**src/mode_settings_pkg.sv**
```systemverilog
// Mode settings package: bit layout, codes and timing for the mode-load decode.
// Assumes a command decoder upstream that flags mode-load, read, write and self refresh.
package mode_settings_pkg;

    // ************************************************
    // Register layout
    // ************************************************
    localparam int REG_W = 17; // Width of both settings registers
    localparam int BANK_W = 3; // Bank address width
    localparam logic [2:0] BANK_MODE = 3'h0; // Selects the mode settings register
    localparam logic [2:0] BANK_EXT = 3'h1; // Selects the extended settings register

    localparam int BL_LSB = 0; // Burst length field
    localparam int BO_BIT = 3; // Burst order
    localparam int RLAT_LSB = 4; // Read latency field
    localparam int TEST_BIT = 7; // Test mode
    localparam int DLLRST_BIT = 8; // DLL reset
    localparam int WR_LSB = 9; // Write recovery field
    localparam int PDX_BIT = 12; // Power-down exit
    localparam int DLLDIS_BIT = 0; // DLL disable
    localparam int DRV_BIT = 1; // Drive strength
    localparam int AL_LSB = 3; // Additive latency field
    localparam int SCD_BIT = 10; // Strobe complement disable
    localparam int RSC_BIT = 11; // Read strobe copy enable
    localparam int ODIS_BIT = 12; // Output disable

    // ************************************************
    // Codes and reset values
    // ************************************************
    localparam logic [2:0] BL_FOUR = 3'h2; // Burst of four
    localparam logic [2:0] BL_EIGHT = 3'h3; // Burst of eight
    localparam logic [2:0] RLAT_MIN = 3'h3; // Lowest legal read latency
    localparam logic [2:0] RLAT_MAX = 3'h7; // Highest legal read latency
    localparam logic [2:0] WR_CODE_MIN = 3'h1; // Code for two clocks
    localparam logic [2:0] WR_CODE_MAX = 3'h7; // Code for eight clocks
    localparam logic [2:0] AL_MAX = 3'h6; // Highest additive latency
    localparam logic [16:0] MODE_RESET = 17'h00232; // Burst 4, latency 3, recovery 2
    localparam logic [16:0] EXT_RESET = 17'h00000; // DLL on, full drive, outputs and complement on, copy off
    localparam logic [3:0] ONE4 = 4'h1; // Unit step for latency arithmetic
    localparam logic [3:0] WR_STEP = 4'h1; // Code to clocks offset

    // ************************************************
    // Timing
    // ************************************************
    localparam int CLK_MHZ = 125; // Memory clock rate
    localparam int DLL_LOCK_CLKS = 200; // Settle cycles after DLL reset
    localparam logic [7:0] DLL_LOCK_CNT = 8'(DLL_LOCK_CLKS); // Counter load

    // ************************************************
    // Carriers
    // ************************************************
    typedef struct packed {
        logic load; // Mode-load strobe
        logic [2:0] bank; // Register select
        logic [16:0] addr; // Value to load
    } mode_load_t;

    typedef struct packed {
        logic [3:0] total_read_latency; // Additive plus read latency
        logic [3:0] total_write_latency; // One below read latency
        logic [3:0] write_recovery; // Clocks before auto precharge
        logic eight_burst; // Burst of eight
        logic interleaved; // Interleaved order
        logic slow_exit; // Slow exit active power-down
        logic full_drive; // Full drive strength
        logic outputs_on; // Data and strobes enabled
        logic comp_on; // Strobe complement driven
        logic copy_on; // Read strobe copy driven
        logic copy_comp_on; // Copy complement driven
    } decoded_t;

    typedef enum logic [1:0] {
        DLL_ON = 2'b00, // Running and locked
        DLL_LOCKING = 2'b01, // Counting settle cycles
        DLL_HELD = 2'b11 // Off, by bit or self refresh
    } dll_state_t;

endpackage

```
**src/sdram_mode_settings_decode.sv**
```systemverilog
// Mode settings register bank with its decode into operating controls.
// Assumes an upstream command decoder on mclk presenting one-cycle strobes.
`timescale 1ns/1ps

// How it works
// Test mode bit set leaves others unchanged
// DLL reset bit starts reset, self-clears
// Auto precharge waits recovery after last data
// Controller programs recovery 2 to 8
// Exit bit zero: fast exit, DLL running
// Exit bit one: slow exit, DLL frozen
// Exit bit ignored in precharge power-down
// Read latency 3 to 7 whole clocks
// First read data at edge n+m
// Early read delayed by additive latency
// Controller loads extended only when idle
// Extended register holds until reloaded
// Controller enables DLL then resets it
// Self refresh stops DLL, exit resets it
// Controller waits 200 clocks before read
// Slow clock, DLL off: precharge after refresh
// Drive bit selects full or reduced
// Complement strobe inverse or disabled
// Copy strobe follows reads, ignored writes
// Copy complement driven with complement enabled
// Output disable bit turns outputs off
// Controller writes zero above bit 12
// Burst length four or eight
// Burst order sequential or interleaved
// Read is additive plus field; write one less
// Bank address routes load to register
module sdram_mode_settings_decode (
    input wire logic mclk, // Memory clock
    input wire logic reset, // Synchronous, active high
    input wire mode_settings_pkg::mode_load_t load_in, // Mode-load command
    input wire logic read_cmd, // Read registered this edge
    input wire logic write_ap_done, // Last data of auto-precharge write
    input wire logic active_pd_enter, // Entering active power-down
    input wire logic precharge_pd_enter, // Entering precharge power-down
    input wire logic pd_exit, // Leaving any power-down
    input wire logic self_refresh_enter, // Entering self refresh
    input wire logic self_refresh_exit, // Leaving self refresh
    input wire logic byte_wide, // Part is byte wide
    input wire logic write_active, // A write burst is on the bus
    output mode_settings_pkg::decoded_t decoded, // Decoded settings
    output logic [16:0] mode_settings_reg, // Mode settings contents
    output logic [16:0] extended_settings_reg, // Extended settings contents
    output logic dll_reset_pulse, // One-cycle DLL reset start
    output logic dll_running, // DLL enabled and not frozen
    output logic dll_locked, // Settle period over
    output logic read_issue, // Internal read after additive latency; none when it is 0
    output logic read_data_start, // First read data edge
    output logic precharge_fire, // Internal auto precharge
    output logic slow_exit_active, // Current power-down is slow exit
    output logic in_active_pd, // Active power-down in effect
    output logic in_precharge_pd, // Precharge power-down in effect
    output logic copy_strobe_drive // Copy strobe drives this cycle
);

    // ************************************************
    // Settings registers
    // ************************************************
    logic [16:0] mode_r; // Mode settings storage
    logic [16:0] ext_r; // Extended settings storage
    logic test_bit; // Incoming test mode bit

    assign test_bit = load_in.addr[mode_settings_pkg::TEST_BIT];

    // Mode settings load; test mode writes nothing else
    always_ff @(posedge mclk) begin
        if (reset) begin
            mode_r <= mode_settings_pkg::MODE_RESET;
        end else if (load_in.load && load_in.bank == mode_settings_pkg::BANK_MODE) begin
            if (test_bit) begin
                mode_r[mode_settings_pkg::TEST_BIT] <= 1'b1;
            end else begin
                mode_r <= load_in.addr;
            end
        end else begin
            mode_r[mode_settings_pkg::DLLRST_BIT] <= 1'b0;
        end
    end

    // Extended settings hold until the next load to this bank
    always_ff @(posedge mclk) begin
        if (reset) begin
            ext_r <= mode_settings_pkg::EXT_RESET;
        end else if (load_in.load && load_in.bank == mode_settings_pkg::BANK_EXT) begin
            ext_r <= load_in.addr;
        end
    end

    // ************************************************
    // Field decode
    // ************************************************
    logic [2:0] rlat_code; // Read latency field
    logic [2:0] wr_code; // Write recovery field
    logic [2:0] al_code; // Additive latency field
    logic [3:0] rlat_clks; // Read latency clamped to legal range
    logic [3:0] al_clks; // Additive latency clamped
    logic [3:0] total_rl; // Total read latency
    logic [3:0] wr_clks; // Recovery clocks
    logic comp_en; // Strobe complement enabled
    logic copy_en; // Read strobe copy enabled
    logic out_en; // Outputs enabled

    assign rlat_code = mode_r[mode_settings_pkg::RLAT_LSB +: 3];
    assign wr_code = mode_r[mode_settings_pkg::WR_LSB +: 3];
    assign al_code = ext_r[mode_settings_pkg::AL_LSB +: 3];
    // Reserved codes clamp to the nearest legal value rather than misbehave
    assign rlat_clks = {1'b0, (rlat_code < mode_settings_pkg::RLAT_MIN) ? mode_settings_pkg::RLAT_MIN
        : rlat_code};
    assign al_clks = {1'b0, (al_code > mode_settings_pkg::AL_MAX) ? mode_settings_pkg::AL_MAX : al_code};
    assign total_rl = 4'(al_clks + rlat_clks);
    assign wr_clks = 4'({1'b0, (wr_code < mode_settings_pkg::WR_CODE_MIN) ? mode_settings_pkg::WR_CODE_MIN
        : wr_code} + mode_settings_pkg::WR_STEP);
    assign comp_en = ~ext_r[mode_settings_pkg::SCD_BIT];
    assign copy_en = ext_r[mode_settings_pkg::RSC_BIT] & byte_wide;
    assign out_en = ~ext_r[mode_settings_pkg::ODIS_BIT];

    // Registered decode, so every output leaves a flip-flop
    always_ff @(posedge mclk) begin
        if (reset) begin
            decoded <= '0;
            mode_settings_reg <= mode_settings_pkg::MODE_RESET;
            extended_settings_reg <= mode_settings_pkg::EXT_RESET;
        end else begin
            mode_settings_reg <= mode_r;
            extended_settings_reg <= ext_r;
            decoded.total_read_latency <= total_rl;
            decoded.total_write_latency <= 4'(total_rl - mode_settings_pkg::ONE4);
            decoded.write_recovery <= wr_clks;
            decoded.eight_burst <= mode_r[mode_settings_pkg::BL_LSB +: 3] == mode_settings_pkg::BL_EIGHT;
            decoded.interleaved <= mode_r[mode_settings_pkg::BO_BIT];
            decoded.slow_exit <= mode_r[mode_settings_pkg::PDX_BIT];
            decoded.full_drive <= ~ext_r[mode_settings_pkg::DRV_BIT];
            decoded.outputs_on <= out_en;
            decoded.comp_on <= comp_en & out_en;
            decoded.copy_on <= copy_en & out_en;
            decoded.copy_comp_on <= copy_en & comp_en & out_en;
        end
    end

    // ************************************************
    // DLL control
    // ************************************************
    mode_settings_pkg::dll_state_t dll_r; // DLL state
    logic [7:0] lock_cnt_r; // Settle counter
    logic dll_rst_req; // A reset request this cycle

    // Reset from a load with the bit set, or from leaving self refresh
    assign dll_rst_req = (load_in.load && load_in.bank == mode_settings_pkg::BANK_MODE && !test_bit
        && load_in.addr[mode_settings_pkg::DLLRST_BIT]) || self_refresh_exit;

    // Self refresh entry wins; the disable bit holds the DLL off
    always_ff @(posedge mclk) begin
        if (reset) begin
            dll_r <= mode_settings_pkg::DLL_LOCKING;
            lock_cnt_r <= mode_settings_pkg::DLL_LOCK_CNT;
        end else if (self_refresh_enter || ext_r[mode_settings_pkg::DLLDIS_BIT]) begin
            dll_r <= mode_settings_pkg::DLL_HELD;
            lock_cnt_r <= mode_settings_pkg::DLL_LOCK_CNT;
        end else if (dll_rst_req) begin
            dll_r <= mode_settings_pkg::DLL_LOCKING;
            lock_cnt_r <= mode_settings_pkg::DLL_LOCK_CNT;
        end else begin
            unique case (dll_r)
                mode_settings_pkg::DLL_LOCKING: begin
                    if (lock_cnt_r == 8'h01) begin
                        dll_r <= mode_settings_pkg::DLL_ON;
                    end
                    lock_cnt_r <= 8'(lock_cnt_r - 8'h01);
                end
                mode_settings_pkg::DLL_HELD: begin
                    // Stays off until a DLL reset or self refresh exit restarts it
                    dll_r <= mode_settings_pkg::DLL_HELD;
                end
                mode_settings_pkg::DLL_ON: begin
                    lock_cnt_r <= lock_cnt_r;
                end
            endcase
        end
    end

    // Reset pulse and lock status
    always_ff @(posedge mclk) begin
        if (reset) begin
            dll_reset_pulse <= 1'b0;
            dll_locked <= 1'b0;
        end else begin
            dll_reset_pulse <= dll_rst_req & ~self_refresh_enter;
            dll_locked <= dll_r == mode_settings_pkg::DLL_ON;
        end
    end

    // ************************************************
    // Power-down style
    // ************************************************
    // Exit bit sampled at active entry only; precharge entry never looks at it
    always_ff @(posedge mclk) begin
        if (reset) begin
            in_active_pd <= 1'b0;
            in_precharge_pd <= 1'b0;
            slow_exit_active <= 1'b0;
        end else if (pd_exit) begin
            in_active_pd <= 1'b0;
            in_precharge_pd <= 1'b0;
            slow_exit_active <= 1'b0;
        end else if (active_pd_enter) begin
            in_active_pd <= 1'b1;
            slow_exit_active <= mode_r[mode_settings_pkg::PDX_BIT];
        end else if (precharge_pd_enter) begin
            in_precharge_pd <= 1'b1;
            slow_exit_active <= 1'b0;
        end
    end

    // DLL frozen only in slow-exit active power-down
    always_ff @(posedge mclk) begin
        if (reset) begin
            dll_running <= 1'b0;
        end else begin
            dll_running <= dll_r != mode_settings_pkg::DLL_HELD && !(in_active_pd && slow_exit_active);
        end
    end

    // ************************************************
    // Read timing
    // ************************************************
    // Shift lines; bit k set means the event is k+1 edges away
    logic [15:0] issue_sr_r; // Additive latency line
    logic [15:0] data_sr_r; // Total latency line

    // Both lines load at the read edge; outputs are the registered bit 0, except read_issue, taken directly at additive latency 1 and never raised at 0
    always_ff @(posedge mclk) begin
        if (reset) begin
            issue_sr_r <= '0;
            data_sr_r <= '0;
            read_issue <= 1'b0;
            read_data_start <= 1'b0;
        end else begin
            issue_sr_r <= {1'b0, issue_sr_r[15:1]} | (read_cmd && al_clks > 4'h1 ?
                16'(16'h0001 << 4'(al_clks - 4'h2)) : 16'h0000);
            data_sr_r <= {1'b0, data_sr_r[15:1]} | (read_cmd ? 16'(16'h0001 << 4'(total_rl - 4'h2))
                : 16'h0000);
            read_issue <= (read_cmd && al_clks == 4'h0) ? 1'b0 : (read_cmd && al_clks == 4'h1) | issue_sr_r[0];
            read_data_start <= data_sr_r[0];
        end
    end

    // ************************************************
    // Auto precharge after write recovery
    // ************************************************
    logic [3:0] wr_cnt_r; // Recovery countdown, zero when idle

    // Countdown from the last data; fires once when it ends
    always_ff @(posedge mclk) begin
        if (reset) begin
            wr_cnt_r <= 4'h0;
            precharge_fire <= 1'b0;
        end else begin
            precharge_fire <= wr_cnt_r == 4'h2;
            if (write_ap_done) begin
                wr_cnt_r <= wr_clks;
            end else if (wr_cnt_r != 4'h0) begin
                wr_cnt_r <= 4'(wr_cnt_r - 4'h1);
            end
        end
    end

    // ************************************************
    // Copy strobe
    // ************************************************
    // Drives only while reading; a write never turns it on
    always_ff @(posedge mclk) begin
        if (reset) begin
            copy_strobe_drive <= 1'b0;
        end else begin
            copy_strobe_drive <= copy_en & out_en & data_sr_r[0] & ~write_active;
        end
    end

endmodule

```
**config.mk**
```make
export PLATFORM = sky130hd
export DESIGN_NAME = sdram_mode_settings_decode
export DESIGN_NICKNAME = d
export VERILOG_FILES = /design/src/mode_settings_pkg.sv /design/src/sdram_mode_settings_decode.sv
export SDC_FILE = /design/constraint.sdc
export NUM_CORES = 1
export LEC_CHECK = 0
export BUFFER_PORTS_ARGS = -buffer_cell sky130_fd_sc_hd__buf_2
export CAP_MARGIN = 20
export CORE_ASPECT_RATIO = 1.25
export CORE_MARGIN = 1
export CORE_UTILIZATION = 59
export DETAILED_ROUTE_END_ITERATION = 8
export PLACE_DENSITY = 0.84
export SYNTH_ARGS = -nofsm -noshare
export SYNTH_HDL_FRONTEND = slang
export SYNTH_SLANG_ARGS = --single-unit
```
**constraint.sdc**
```tcl
create_clock -name mclk -period 4.8 [get_ports mclk]
set_input_delay 0.48 -clock mclk [delete_from_list [all_inputs] [get_ports mclk]]
set_output_delay 0.48 -clock mclk [all_outputs]
set_load 0.05 [all_outputs]
```
==> results of run 1 <==
-- worst reg2reg max path, delay by kind of cell (launching register included) --
kind	cells	cell delay [ps]
adders and majority gates	4	1630
and+or+nand+nor	3	650
DFF	1	390
buffers and inverters	1	60
AOI/OAI and AO/OA	1	320
-- through the flow --
stage / setup WS (ps) / hold WS [ps] / utilization [%] / cells
2_1_floorplan: 2210 / 407 / - / 565
3_3_place_gp: 1910 / 419 / 66.9 / 743
3_5_place_dp: 1730 / 426 / 66.9 / 743
4_1_cts: 1650 / 99.1 / 73.9 / 775
5_1_grt: 1380 / 110 / 73.9 / 775
6_report: 1630 / 112 / 73.9 / 775
-- power groups by stage --
stage / Clock (mW) / Combinational [mW] / Sequential (mW)
floorplan: 0 / 0.0975 / 1.28
global placement: 0 / 0.181 / 1.24
detailed placement: 0 / 0.186 / 1.24
CTS: 1.35 / 0.188 / 1.22
global route: 1.40 / 0.204 / 1.22
finish: 1.33 / 0.187 / 1.22
-- area by class of cell --
| class | count | area, µm² |
|---|---|---|
| Clock inverter | 14 | 193 |
| Inverter | 27 | 101 |
| Timing Repair Buffer | 96 | 485 |
| Clock buffer | 18 | 418 |
| Tap cell | 120 | 150 |
| Sequential cell | 142 | 2840 |
| Multi-Input combinational cell | 358 | 2280 |
| Fill cell | 649 | 2280 |
-- synth_stat cells, drive strengths merged, types with 6 or more instances --
cell type and n:
or2 6, nand4 15, inv 27, a21oi 45, o21ai 22, nor3 9, nor2 31, o221ai 11
nor4bb 8, nand3 22, buf 8, ha 17, nand2 52, dfxtp 142, nor2b 45, clkbuf 30
-- path summary, 6_finish.rpt --
kind / end / slack [ps] / depth (start not counted)
hold / removal: copy_strobe_drive / 110 / 2
setup reg to reg: data_sr_r[14] / 1630 / 9
hold reg to reg: issue_sr_r[0] / 430 / 2
setup / recovery: data_sr_r[14] / 1630 / 9
-- per-layer routing --
metal  track usage (%)  share of wire [%]
met5                 0                  0
met1              30.0                 41
met3              7.25                5.3
met2              43.1                 51
met4              11.7                2.6
-- kinds of logic (layout without fill, tap and decap cells) --
group                      Yosys count  count (layout)  synth area share (%)
and+or+nand+nor                    228             228                  24.3
buffers and inverters               65             155                  4.73
DFF                                142             142                  53.2
muxes                                3               3                 0.585
adders and majority gates           18              18                  4.35
other                                1               1                0.0701
AOI/OAI and AO/OA                  102             102                  11.9
xor gates and xnor gates             6               6                 0.983
-- cells in the final DEF (no fill, tap or decap), drive strengths merged, types with 5 or more instances in the layout --
| cell type | count |
|---|---|
| a21oi | 45 |
| buf | 96 |
| clkbuf | 18 |
| clkinv | 6 |
| dfxtp | 142 |
| ha | 17 |
| inv | 28 |
| nand2 | 52 |
| nand3 | 22 |
| nand4 | 15 |
| nor2 | 31 |
| nor2b | 45 |
| nor3 | 9 |
| nor4b | 5 |
| nor4bb | 8 |
| o21ai | 22 |
| o221ai | 11 |
| or2 | 6 |
| or3 | 5 |
==> impl_metrics.xml, run 1 <==
<?xml version="1.0" encoding="UTF-8"?>
<metrics>
  <group name="run_status">
    <metric name="run_status" unit="">completed</metric>
  </group>
  <group name="routing">
    <metric name="drt_pre_antenna_iters" unit="">7</metric>
    <metric name="remaining_drc_errors" unit="">0</metric>
    <metric name="totalWireLength" unit="µm">11400</metric>
    <metric name="antenna_violating_nets_post_route" unit="">0</metric>
    <metric name="detailroute.via_count" unit="">4302</metric>
    <metric name="drtIter0Drc" unit="">223</metric>
    <metric name="vias_per_cell" unit="">5.55</metric>
    <metric name="avgRoutedWirePerCell" unit="µm">14.7</metric>
  </group>
  <group name="final_layout">
    <metric name="final_layout_size_suffix_gt1_share" unit="%">22.3</metric>
    <metric name="n_antenna_cell" unit="">0</metric>
    <metric name="postLayoutCellArea" unit="µm²">6470</metric>
    <metric name="synthToLayoutAreaGrowth" unit="%">20.9</metric>
    <metric name="largest_register_ff_count" unit="">18</metric>
    <metric name="regMostFlops" unit="">decoded</metric>
    <metric name="layout.nets" unit="">692</metric>
  </group>
  <group name="cts">
    <metric name="post_cts.resized_instances" unit="">0</metric>
    <metric name="cts_hold_buffers" unit="">0</metric>
    <metric name="clk_pin_slew_worst_paths" unit="ps">60</metric>
    <metric name="cts_post_setup_buffers_inserted" unit="">0</metric>
    <metric name="clk_path_buf_depth" unit="">2</metric>
    <metric name="number_of_levels_in_the_clock_h_tree" unit="">4</metric>
    <metric name="cts_tree" unit="">yes</metric>
    <metric name="cts_num_sinks" unit="">142</metric>
    <metric name="worstSkewPairLatency" unit="ps">530</metric>
    <metric name="ctsRootBufferMaster" unit="">sky130_fd_sc_hd__clkbuf_8</metric>
    <metric name="cts_made_buffers" unit="">17</metric>
  </group>
  <group name="global_routing">
    <metric name="grt_antenna_before_repair" unit="">0</metric>
    <metric name="gr-usage-all-layers" unit="%">25.5</metric>
    <metric name="grt_first_pass_wirelength" unit="µm">18400</metric>
    <metric name="first_global_vias" unit="">3981</metric>
    <metric name="largest_net_degree_at_the_start_of_global_routing" unit="">90</metric>
    <metric name="grt_overflow_total" unit="">0</metric>
  </group>
  <group name="sta">
    <metric name="finalMaxSlewViolations" unit="">0</metric>
    <metric name="timing.final.crit_share" unit="%">66.1</metric>
    <metric name="setup_failing_eps_final" unit="">0</metric>
    <metric name="rsz0062_at_grt" unit="">false</metric>
    <metric name="timing.final.crit_period" unit="ps">3170</metric>
    <metric name="max-slew-margin-rel" unit="%">31.7</metric>
    <metric name="hold_viol" unit="">0</metric>
    <metric name="tightest_slew" unit="ps">1020</metric>
    <metric name="clock-skew-final" unit="ps">8.67</metric>
    <metric name="fmax" unit="MHz">315</metric>
    <metric name="timing.setup.tns" unit="ps">0</metric>
  </group>
  <group name="setup_path">
    <metric name="cp_delay_by_family_top" unit="">adder cells</metric>
    <metric name="critical_path_buf_inv_count" unit="">1</metric>
    <metric name="critical_path.max_stage_delay" unit="ps">620</metric>
    <metric name="worst-endpoint-required" unit="ps">5210</metric>
    <metric name="crit_top_cell" unit="">sky130_fd_sc_hd__ha_1</metric>
    <metric name="end_kind" unit="">flop</metric>
    <metric name="critical_path_cell_by_cell" unit="">ha_1, nor2b_1, ha_1, inv_1, fa_1, ha_1, nor2b_1, nand4_1, o311ai_0</metric>
    <metric name="critical_path.startpoint_type" unit="">flop</metric>
    <metric name="cp_data_arrival_time" unit="ps">3580</metric>
    <metric name="crit_fanout" unit="">17</metric>
    <metric name="r2r_start" unit="">ext_r[4]</metric>
    <metric name="critical-path-slowest-cell" unit="">sky130_fd_sc_hd__fa_1</metric>
    <metric name="critPathKind" unit="">flop to flop</metric>
    <metric name="critPathLaunch" unit="">ext_r[4]</metric>
  </group>
  <group name="pwr">
    <metric name="power.internal" unit="mW">2.11</metric>
    <metric name="proportion_of_power_drawn_by_the_clock_network" unit="%">48.7</metric>
    <metric name="irDropWorstVdd" unit="mV">0.297</metric>
    <metric name="total_power" unit="mW">2.74</metric>
    <metric name="power.sequential.fraction" unit="%">44.5</metric>
    <metric name="power_leakage" unit="nW">2.68</metric>
    <metric name="power.density_cell_area" unit="nW/µm²">424</metric>
    <metric name="netSwitchingFraction" unit="%">23.0</metric>
    <metric name="combinationalPowerShare" unit="%">6.8</metric>
    <metric name="switchingPower" unit="mW">0.631</metric>
  </group>
  <group name="logic_synthesis">
    <metric name="synth_cell_types" unit="">56</metric>
    <metric name="synth_sequential_area_ratio" unit="%">53.2</metric>
    <metric name="synth.net_count" unit="">615</metric>
    <metric name="synth_edf_count" unit="">0</metric>
    <metric name="synthCells" unit="">565</metric>
    <metric name="dominant_cell_type_by_area_after_synthesis" unit="">sky130_fd_sc_hd__dfxtp_1</metric>
    <metric name="yosys-top-cells-area" unit="">sky130_fd_sc_hd__dfxtp_1 (53%), sky130_fd_sc_hd__nor2b_1 (5.3%), sky130_fd_sc_hd__a21oi_1 (4.2%), sky130_fd_sc_hd__ha_1 (4.0%), sky130_fd_sc_hd__nand2_1 (3.6%)</metric>
    <metric name="avgSynthCellArea" unit="µm²">9.46</metric>
    <metric name="synth_top_area_share" unit="%">53.2</metric>
    <metric name="synth_ff_type" unit="">sky130_fd_sc_hd__dfxtp_1</metric>
    <metric name="asyncSetResetFlopFracSynth" unit="%">0</metric>
    <metric name="synth_register_bits" unit="">142</metric>
    <metric name="ys_warn_count" unit="">0</metric>
    <metric name="syn-cell-area" unit="µm²">5350</metric>
  </group>
  <group name="placed_design">
    <metric name="dp_hpwl" unit="µm">7650</metric>
    <metric name="gp_congestion" unit="">0.835</metric>
    <metric name="detailed_place.area" unit="µm²">5860</metric>
    <metric name="portBuffers" unit="">95</metric>
  </group>
  <group name="min_path">
    <metric name="hold_path.startpoint" unit="">write_active</metric>
    <metric name="hold_path_class" unit="">primary input to flop</metric>
  </group>
  <group name="job">
    <metric name="maxCapViolations" unit="">0</metric>
  </group>
  <group name="floorplanning">
    <metric name="std_cell_rows" unit="">38</metric>
    <metric name="ioPinCount" unit="">96</metric>
    <metric name="initial_utilization" unit="%">61.1</metric>
    <metric name="die_area" unit="µm²">9450</metric>
    <metric name="core_area" unit="µm²">8750</metric>
    <metric name="die_height" unit="µm">108</metric>
    <metric name="die-width" unit="µm">87.2</metric>
  </group>
</metrics>
Power figures use the tool's default switching activity.
==> inputs of run 2 (changes only) <==
--- a/config.mk
+++ b/config.mk
@@ -9,9 +9,9 @@
 export CAP_MARGIN = 20
 export CORE_ASPECT_RATIO = 1.25
 export CORE_MARGIN = 1
-export CORE_UTILIZATION = 59
+export CORE_UTILIZATION = 55
 export DETAILED_ROUTE_END_ITERATION = 8
-export PLACE_DENSITY = 0.84
+export PLACE_DENSITY = 0.79
 export SYNTH_ARGS = -nofsm -noshare
 export SYNTH_HDL_FRONTEND = slang
 export SYNTH_SLANG_ARGS = --single-unit
==> constraint.sdc (replaced) <==
create_clock -name mclk -period 3.1 [get_ports mclk]
set_input_delay 0.31 -clock mclk [delete_from_list [all_inputs] [get_ports mclk]]
set_output_delay 0.31 -clock mclk [all_outputs]
set_load 0.05 [all_outputs]
==> run 2 against run 1 <==
Against the previous run: clock-buffer cell count rose by 5; combinational power rose by 60%; first-iteration DRC count shrank 24%; non-clock buffer count grew 5; via count increased by 1.2%; utilization fell by 3.4 points; critical path depth did not move; largest cell class unchanged; largest power group unchanged.
==> impl_metrics.xml, run 2 (synthesis gave the netlist of run 1 again) <==
<?xml version="1.0" encoding="UTF-8"?>
<metrics>
  <group name="pwr">
    <metric name="irDropWorstVdd" unit="mV">0.442</metric>
    <metric name="power_leakage" unit="nW">2.72</metric>
    <metric name="power.density_cell_area" unit="nW/µm²">654</metric>
  </group>
  <group name="sta">
    <metric name="timing.setup.tns" unit="ps">0</metric>
    <metric name="setup_failing_eps_final" unit="">0</metric>
    <metric name="fmax" unit="MHz">347</metric>
    <metric name="tightest_slew" unit="ps">1040</metric>
    <metric name="timing.final.crit_period" unit="ps">2880</metric>
    <metric name="timing.final.crit_share" unit="%">92.8</metric>
    <metric name="max-slew-margin-rel" unit="%">30.3</metric>
    <metric name="hold_viol" unit="">0</metric>
    <metric name="hold-worst-slack" unit="ps">62.4</metric>
    <metric name="finalMaxSlewViolations" unit="">0</metric>
    <metric name="clock-skew-final" unit="ps">7.93</metric>
    <metric name="rsz0062_at_grt" unit="">false</metric>
  </group>
  <group name="placed_design">
    <metric name="portBuffers" unit="">95</metric>
    <metric name="dp_hpwl" unit="µm">7760</metric>
    <metric name="gp_congestion" unit="">0.852</metric>
    <metric name="dp_cells" unit="">751</metric>
    <metric name="detailed_place.area" unit="µm²">5900</metric>
  </group>
  <group name="cts">
    <metric name="worstSkewPairLatency" unit="ps">410</metric>
    <metric name="cts_post_setup_buffers_inserted" unit="">0</metric>
    <metric name="cts_hold_buffers" unit="">0</metric>
    <metric name="cts_made_buffers" unit="">17</metric>
    <metric name="post_cts.resized_instances" unit="">0</metric>
    <metric name="clk_pin_slew_worst_paths" unit="ps">60</metric>
    <metric name="number_of_levels_in_the_clock_h_tree" unit="">4</metric>
    <metric name="ctsRootBufferMaster" unit="">sky130_fd_sc_hd__clkbuf_16</metric>
    <metric name="cts_tree" unit="">yes</metric>
    <metric name="clk_path_buf_depth" unit="">2</metric>
    <metric name="cts_num_sinks" unit="">142</metric>
  </group>
  <group name="setup_path">
    <metric name="critical-path-slowest-cell" unit="">sky130_fd_sc_hd__fa_1</metric>
    <metric name="cp_data_arrival_time" unit="ps">3180</metric>
    <metric name="critical_path_cell_by_cell" unit="">ha_1, nor2b_1, ha_1, inv_1, fa_1, ha_2, nor4bb_1, o211ai_1, o311ai_0</metric>
    <metric name="crit_top_cell" unit="">sky130_fd_sc_hd__ha_1</metric>
    <metric name="crit_fanout" unit="">9</metric>
    <metric name="critical_path.max_stage_delay" unit="ps">630</metric>
    <metric name="critical_path.startpoint_type" unit="">flop</metric>
    <metric name="end_kind" unit="">flop</metric>
    <metric name="critPathKind" unit="">flop to flop</metric>
    <metric name="worst-endpoint-required" unit="ps">3410</metric>
  </group>
  <group name="final_layout">
    <metric name="final_cell_mix" unit="">sky130_fd_sc_hd__dfxtp_1 (142), sky130_fd_sc_hd__buf_2 (94), sky130_fd_sc_hd__nand2_1 (52), sky130_fd_sc_hd__a21oi_1 (45), sky130_fd_sc_hd__nor2b_1 (44)</metric>
    <metric name="layout.nets" unit="">697</metric>
    <metric name="n_antenna_cell" unit="">0</metric>
    <metric name="synthToLayoutAreaGrowth" unit="%">22.2</metric>
    <metric name="num-fill-cells" unit="">727</metric>
    <metric name="final_layout_size_suffix_gt1_share" unit="%">23.3</metric>
    <metric name="regMostFlops" unit="">decoded</metric>
    <metric name="layoutNonFillerInstCount" unit="">783</metric>
    <metric name="final_util" unit="%">70.5</metric>
    <metric name="layout_commonest_cell" unit="">sky130_fd_sc_hd__dfxtp_1</metric>
    <metric name="postLayoutCellArea" unit="µm²">6540</metric>
    <metric name="largest_register_ff_count" unit="">18</metric>
  </group>
  <group name="global_routing">
    <metric name="grt_antenna_before_repair" unit="">0</metric>
    <metric name="first_global_vias" unit="">4121</metric>
    <metric name="grt_overflow_total" unit="">0</metric>
    <metric name="gr-usage-all-layers" unit="%">24.2</metric>
    <metric name="grt_first_pass_wirelength" unit="µm">19400</metric>
    <metric name="largest_net_degree_at_the_start_of_global_routing" unit="">52</metric>
  </group>
  <group name="routing">
    <metric name="wl_met3" unit="µm">603</metric>
    <metric name="met2_wirelength" unit="µm">5950</metric>
    <metric name="remaining_drc_errors" unit="">0</metric>
    <metric name="detailroute.via_count" unit="">4352</metric>
    <metric name="vias_per_cell" unit="">5.56</metric>
    <metric name="drtIter0Drc" unit="">170</metric>
    <metric name="antenna_violating_nets_post_route" unit="">0</metric>
    <metric name="m1WireLength" unit="µm">4940</metric>
    <metric name="totalWireLength" unit="µm">11800</metric>
    <metric name="avgRoutedWirePerCell" unit="µm">15.1</metric>
    <metric name="drt_pre_antenna_iters" unit="">5</metric>
    <metric name="highest_layer" unit="">met4</metric>
  </group>
  <group name="job">
    <metric name="maxCapViolations" unit="">0</metric>
  </group>
  <group name="floorplanning">
    <metric name="core_area" unit="µm²">9270</metric>
    <metric name="die_height" unit="µm">112</metric>
    <metric name="die_area" unit="µm²">10100</metric>
    <metric name="std_cell_rows" unit="">39</metric>
    <metric name="initial_utilization" unit="%">57.7</metric>
    <metric name="ioPinCount" unit="">96</metric>
    <metric name="die-width" unit="µm">90.2</metric>
  </group>
  <group name="run_status">
    <metric name="run_status" unit="">completed</metric>
  </group>
  <group name="min_path">
    <metric name="hold_path_class" unit="">primary input to flop</metric>
  </group>
</metrics>
## run 2: changes by cell type in the layout (fill, tap and decap cells not counted), sizes merged
| cell | change |
|---|---|
| buf | +5 |
| clkbuf | +5 |
| clkinvlp | -1 |
| bufinv | -1 |
| inv | -1 |
| clkinv | -2 |
## run 2: where the power goes
part	total, mW	switching, mW	internal, mW
logic	0.299	0.200	0.0997
clock network	2.09	0.737	1.35
registers	1.89	0.0223	1.87
## run 2: worst paths after layout
path | from | endpoint | slack, ps | cells past startpoint
setup reg to reg | ext_r[4] | data_sr_r[14] | 220 | 9
setup / recovery | ext_r[4] | data_sr_r[14] | 220 | 9
hold reg to reg | issue_sr_r[1] | issue_sr_r[0] | 430 | 2
hold / removal | write_active | copy_strobe_drive | 60 | 2
## run 2: worst max-delay path, delay by kind of cell, from the launching register on
family,cells,cell delay [ps]
AO/OA/AOI/OAI,2,270
flip-flops,1,380
adder cells (fa/ha/maj),4,1480
buffers and inverters,1,60
AND/OR/NAND/NOR,2,570
## run 2: stage by stage
stage | setup slack, ps | power, mW
detailed placement | 103 | 2.22
global route | 0.304 | 4.41
CTS | 65.8 | 4.29
global placement | 396 | 2.21
floorplan | 514 | 2.13
finish | 222 | 4.28
## run 2: final cells by class
cell class | instances | area, µm² | area share [%]
Sequential cell | 142 | 2840 | 43.5
Multi-Input combinational cell | 358 | 2290 | 35.1
Timing Repair Buffer | 101 | 523 | 8.00
Clock buffer | 23 | 488 | 7.47
Tap cell | 123 | 154 | 2.35
Clock inverter | 9 | 133 | 2.03
Inverter | 27 | 101 | 1.55
## run 2: routing by layer
| metal | vias up | track usage, % |
|---|---|---|
| li1 | 2120 | - |
| met1 | 2049 | 28.5 |
| met5 | - | 0 |
| met2 | 153 | 41.2 |
| met3 | 30 | 6.10 |
| met4 | 0 | 11.9 |
==> inputs of run 3 (changes only) <==
--- a/config.mk
+++ b/config.mk
@@ -9,9 +9,10 @@
 export CAP_MARGIN = 20
 export CORE_ASPECT_RATIO = 1.25
 export CORE_MARGIN = 1
-export CORE_UTILIZATION = 55
+export CORE_UTILIZATION = 59
 export DETAILED_ROUTE_END_ITERATION = 8
-export PLACE_DENSITY = 0.79
+export GPL_ROUTABILITY_DRIVEN = 0
+export PLACE_DENSITY = 0.84
 export SYNTH_ARGS = -nofsm -noshare
 export SYNTH_HDL_FRONTEND = slang
 export SYNTH_SLANG_ARGS = --single-unit
==> constraint.sdc (replaced) <==
create_clock -name mclk -period 3.7 [get_ports mclk]
set_input_delay 0.37 -clock mclk [delete_from_list [all_inputs] [get_ports mclk]]
set_output_delay 0.37 -clock mclk [all_outputs]
set_load 0.05 [all_outputs]
==> run 3 against run 2 <==
Against the previous run: combinational power is 18% lower; clock power is 27% lower; sequential power is 16% lower; total power is 21% lower; sequential share of layout area is 0.90 points higher; largest power group is now registers.
==> impl_metrics.xml, run 3 (synthesis gave the netlist of run 1 again) <==
<?xml version="1.0" encoding="UTF-8"?>
<metrics>
  <group name="run_status">
    <metric name="run_status" unit="">completed</metric>
  </group>
  <group name="floorplanning">
    <metric name="ioPinCount" unit="">96</metric>
    <metric name="die-width" unit="µm">87.2</metric>
    <metric name="die_height" unit="µm">108</metric>
    <metric name="core_area" unit="µm²">8750</metric>
    <metric name="die_area" unit="µm²">9450</metric>
    <metric name="std_cell_rows" unit="">38</metric>
    <metric name="initial_utilization" unit="%">61.1</metric>
  </group>
  <group name="global_routing">
    <metric name="first_global_vias" unit="">4083</metric>
    <metric name="gr-usage-all-layers" unit="%">25.6</metric>
    <metric name="grt_antenna_before_repair" unit="">0</metric>
    <metric name="largest_net_degree_at_the_start_of_global_routing" unit="">80</metric>
    <metric name="grt_first_pass_wirelength" unit="µm">18700</metric>
    <metric name="grt_overflow_total" unit="">0</metric>
  </group>
  <group name="final_layout">
    <metric name="num-fill-cells" unit="">667</metric>
    <metric name="layout.nets" unit="">693</metric>
    <metric name="n_antenna_cell" unit="">0</metric>
    <metric name="largest_register_ff_count" unit="">18</metric>
    <metric name="regMostFlops" unit="">decoded</metric>
    <metric name="layoutNonFillerInstCount" unit="">775</metric>
    <metric name="synthToLayoutAreaGrowth" unit="%">19.7</metric>
    <metric name="final_layout_size_suffix_gt1_share" unit="%">22.3</metric>
    <metric name="layout_commonest_cell" unit="">sky130_fd_sc_hd__dfxtp_1</metric>
    <metric name="final_cell_mix" unit="">sky130_fd_sc_hd__dfxtp_1 (142), sky130_fd_sc_hd__buf_2 (94), sky130_fd_sc_hd__nand2_1 (52), sky130_fd_sc_hd__nor2b_1 (45), sky130_fd_sc_hd__a21oi_1 (45)</metric>
  </group>
  <group name="placed_design">
    <metric name="portBuffers" unit="">95</metric>
    <metric name="dp_cells" unit="">744</metric>
    <metric name="dp_hpwl" unit="µm">7470</metric>
  </group>
  <group name="sta">
    <metric name="rsz0062_at_grt" unit="">false</metric>
    <metric name="fmax" unit="MHz">313</metric>
    <metric name="timing.setup.tns" unit="ps">0</metric>
    <metric name="clock-skew-final" unit="ps">7.01</metric>
    <metric name="tightest_slew" unit="ps">1020</metric>
    <metric name="finalMaxSlewViolations" unit="">0</metric>
    <metric name="timing.final.crit_share" unit="%">86.4</metric>
    <metric name="max-slew-margin-rel" unit="%">31.9</metric>
    <metric name="hold_viol" unit="">0</metric>
    <metric name="setup_failing_eps_final" unit="">0</metric>
    <metric name="timing.final.crit_period" unit="ps">3200</metric>
  </group>
  <group name="pwr">
    <metric name="netSwitchingFraction" unit="%">23.7</metric>
    <metric name="irDropWorstVdd" unit="mV">0.329</metric>
    <metric name="switchingPower" unit="mW">0.796</metric>
    <metric name="power.sequential.fraction" unit="%">47.1</metric>
    <metric name="total_power" unit="mW">3.36</metric>
    <metric name="power.density_cell_area" unit="nW/µm²">524</metric>
    <metric name="power_leakage" unit="nW">2.67</metric>
    <metric name="power.internal" unit="mW">2.56</metric>
    <metric name="combinationalPowerShare" unit="%">7.3</metric>
    <metric name="proportion_of_power_drawn_by_the_clock_network" unit="%">45.6</metric>
  </group>
  <group name="setup_path">
    <metric name="end_kind" unit="">flop</metric>
    <metric name="worst-endpoint-required" unit="ps">4110</metric>
    <metric name="cp_data_arrival_time" unit="ps">3610</metric>
    <metric name="crit_fanout" unit="">17</metric>
    <metric name="critPathKind" unit="">flop to flop</metric>
    <metric name="critical_path.startpoint_type" unit="">flop</metric>
  </group>
  <group name="min_path">
    <metric name="hold_path_class" unit="">primary input to flop</metric>
  </group>
  <group name="cts">
    <metric name="ctsRootBufferMaster" unit="">sky130_fd_sc_hd__clkbuf_8</metric>
    <metric name="clk_path_buf_depth" unit="">2</metric>
    <metric name="cts_made_buffers" unit="">17</metric>
    <metric name="cts_post_setup_buffers_inserted" unit="">0</metric>
    <metric name="cts_tree" unit="">yes</metric>
    <metric name="cts_num_sinks" unit="">142</metric>
    <metric name="post_cts.resized_instances" unit="">0</metric>
    <metric name="cts_hold_buffers" unit="">0</metric>
    <metric name="worstSkewPairLatency" unit="ps">520</metric>
    <metric name="clk_pin_slew_worst_paths" unit="ps">60</metric>
    <metric name="number_of_levels_in_the_clock_h_tree" unit="">4</metric>
  </group>
  <group name="job">
    <metric name="maxCapViolations" unit="">0</metric>
  </group>
  <group name="routing">
    <metric name="antenna_violating_nets_post_route" unit="">0</metric>
    <metric name="avgRoutedWirePerCell" unit="µm">14.7</metric>
    <metric name="drtIter0Drc" unit="">214</metric>
    <metric name="vias_per_cell" unit="">5.52</metric>
    <metric name="drt_pre_antenna_iters" unit="">5</metric>
    <metric name="totalWireLength" unit="µm">11400</metric>
    <metric name="detailroute.via_count" unit="">4281</metric>
    <metric name="remaining_drc_errors" unit="">0</metric>
  </group>
</metrics>
-- run 3: changes by cell type in the layout (fill, tap and decap cells not counted), sizes merged --
cell / change
buf: -4
bufinv: -2
clkbuf: -3
clkinv: +5
clkinvlp: -1
-- run 3: final cells by class --
cell class	instances	area, µm²	area share (%)
Multi-Input combinational cell	358	2280	35.5
Timing Repair Buffer	97	493	7.70
Clock buffer	20	445	6.96
Clock inverter	11	93.8	1.47
Sequential cell	142	2840	44.4
Tap cell	120	150	2.35
Inverter	27	101	1.58
-- run 3: final timing paths --
| kind | to | slack, ps | cells past startpoint | from |
|---|---|---|---|---|
| min | copy_strobe_drive | 20 | 2 | write_active |
| min reg2reg | issue_sr_r[13] | 440 | 1 | issue_sr_r[14] |
| max reg2reg | data_sr_r[13] | 500 | 9 | ext_r[4] |
| max | data_sr_r[13] | 500 | 9 | ext_r[4] |
-- run 3: metrics by stage --
| step | worst slack, ps | area [µm²] | util (%) | hold slack (ps) |
|---|---|---|---|---|
| floorplan | 1110 | 5350 | - | 407 |
| global placement | 804 | 5860 | 67.0 | 418 |
| detailed placement | 530 | 5860 | 67.0 | 423 |
| CTS | 549 | 6400 | 73.2 | 1.96 |
| global route | 177 | 6400 | 73.2 | 19.8 |
| finish | 504 | 6400 | 73.2 | 17.1 |
-- run 3: routing by layer --
metal / part of all wire (%) / routed length [µm] / vias up / track usage [%]
li1: - / - / 2105 / -
met1: 42 / 4790 / 2018 / 29.9
met2: 51 / 5800 / 138 / 43.7
met3: 5.4 / 619 / 20 / 6.49
met4: 2.0 / 223 / 0 / 12.5
met5: 0 / 0 / - / 0
-- run 3: critical path, stage by stage, from the launching register on --
cell and delay [ps]:
sky130_fd_sc_hd__dfxtp_1 380, sky130_fd_sc_hd__ha_1 290, sky130_fd_sc_hd__nor2b_1 130, sky130_fd_sc_hd__ha_1 200
sky130_fd_sc_hd__inv_1 70, sky130_fd_sc_hd__fa_1 640, sky130_fd_sc_hd__ha_1 540, sky130_fd_sc_hd__nor2b_1 340
sky130_fd_sc_hd__nand4_1 170, sky130_fd_sc_hd__o311ai_0 310
-- run 3: power groups by stage --
stage | registers [mW] | clock network (mW) | logic [mW]
after floorplan | 1.66 | 0 | 0.126
after global placement | 1.61 | 0 | 0.234
after detailed placement | 1.61 | 0 | 0.242
after CTS | 1.58 | 1.55 | 0.244
after global routing | 1.59 | 1.61 | 0.267
final | 1.58 | 1.53 | 0.244
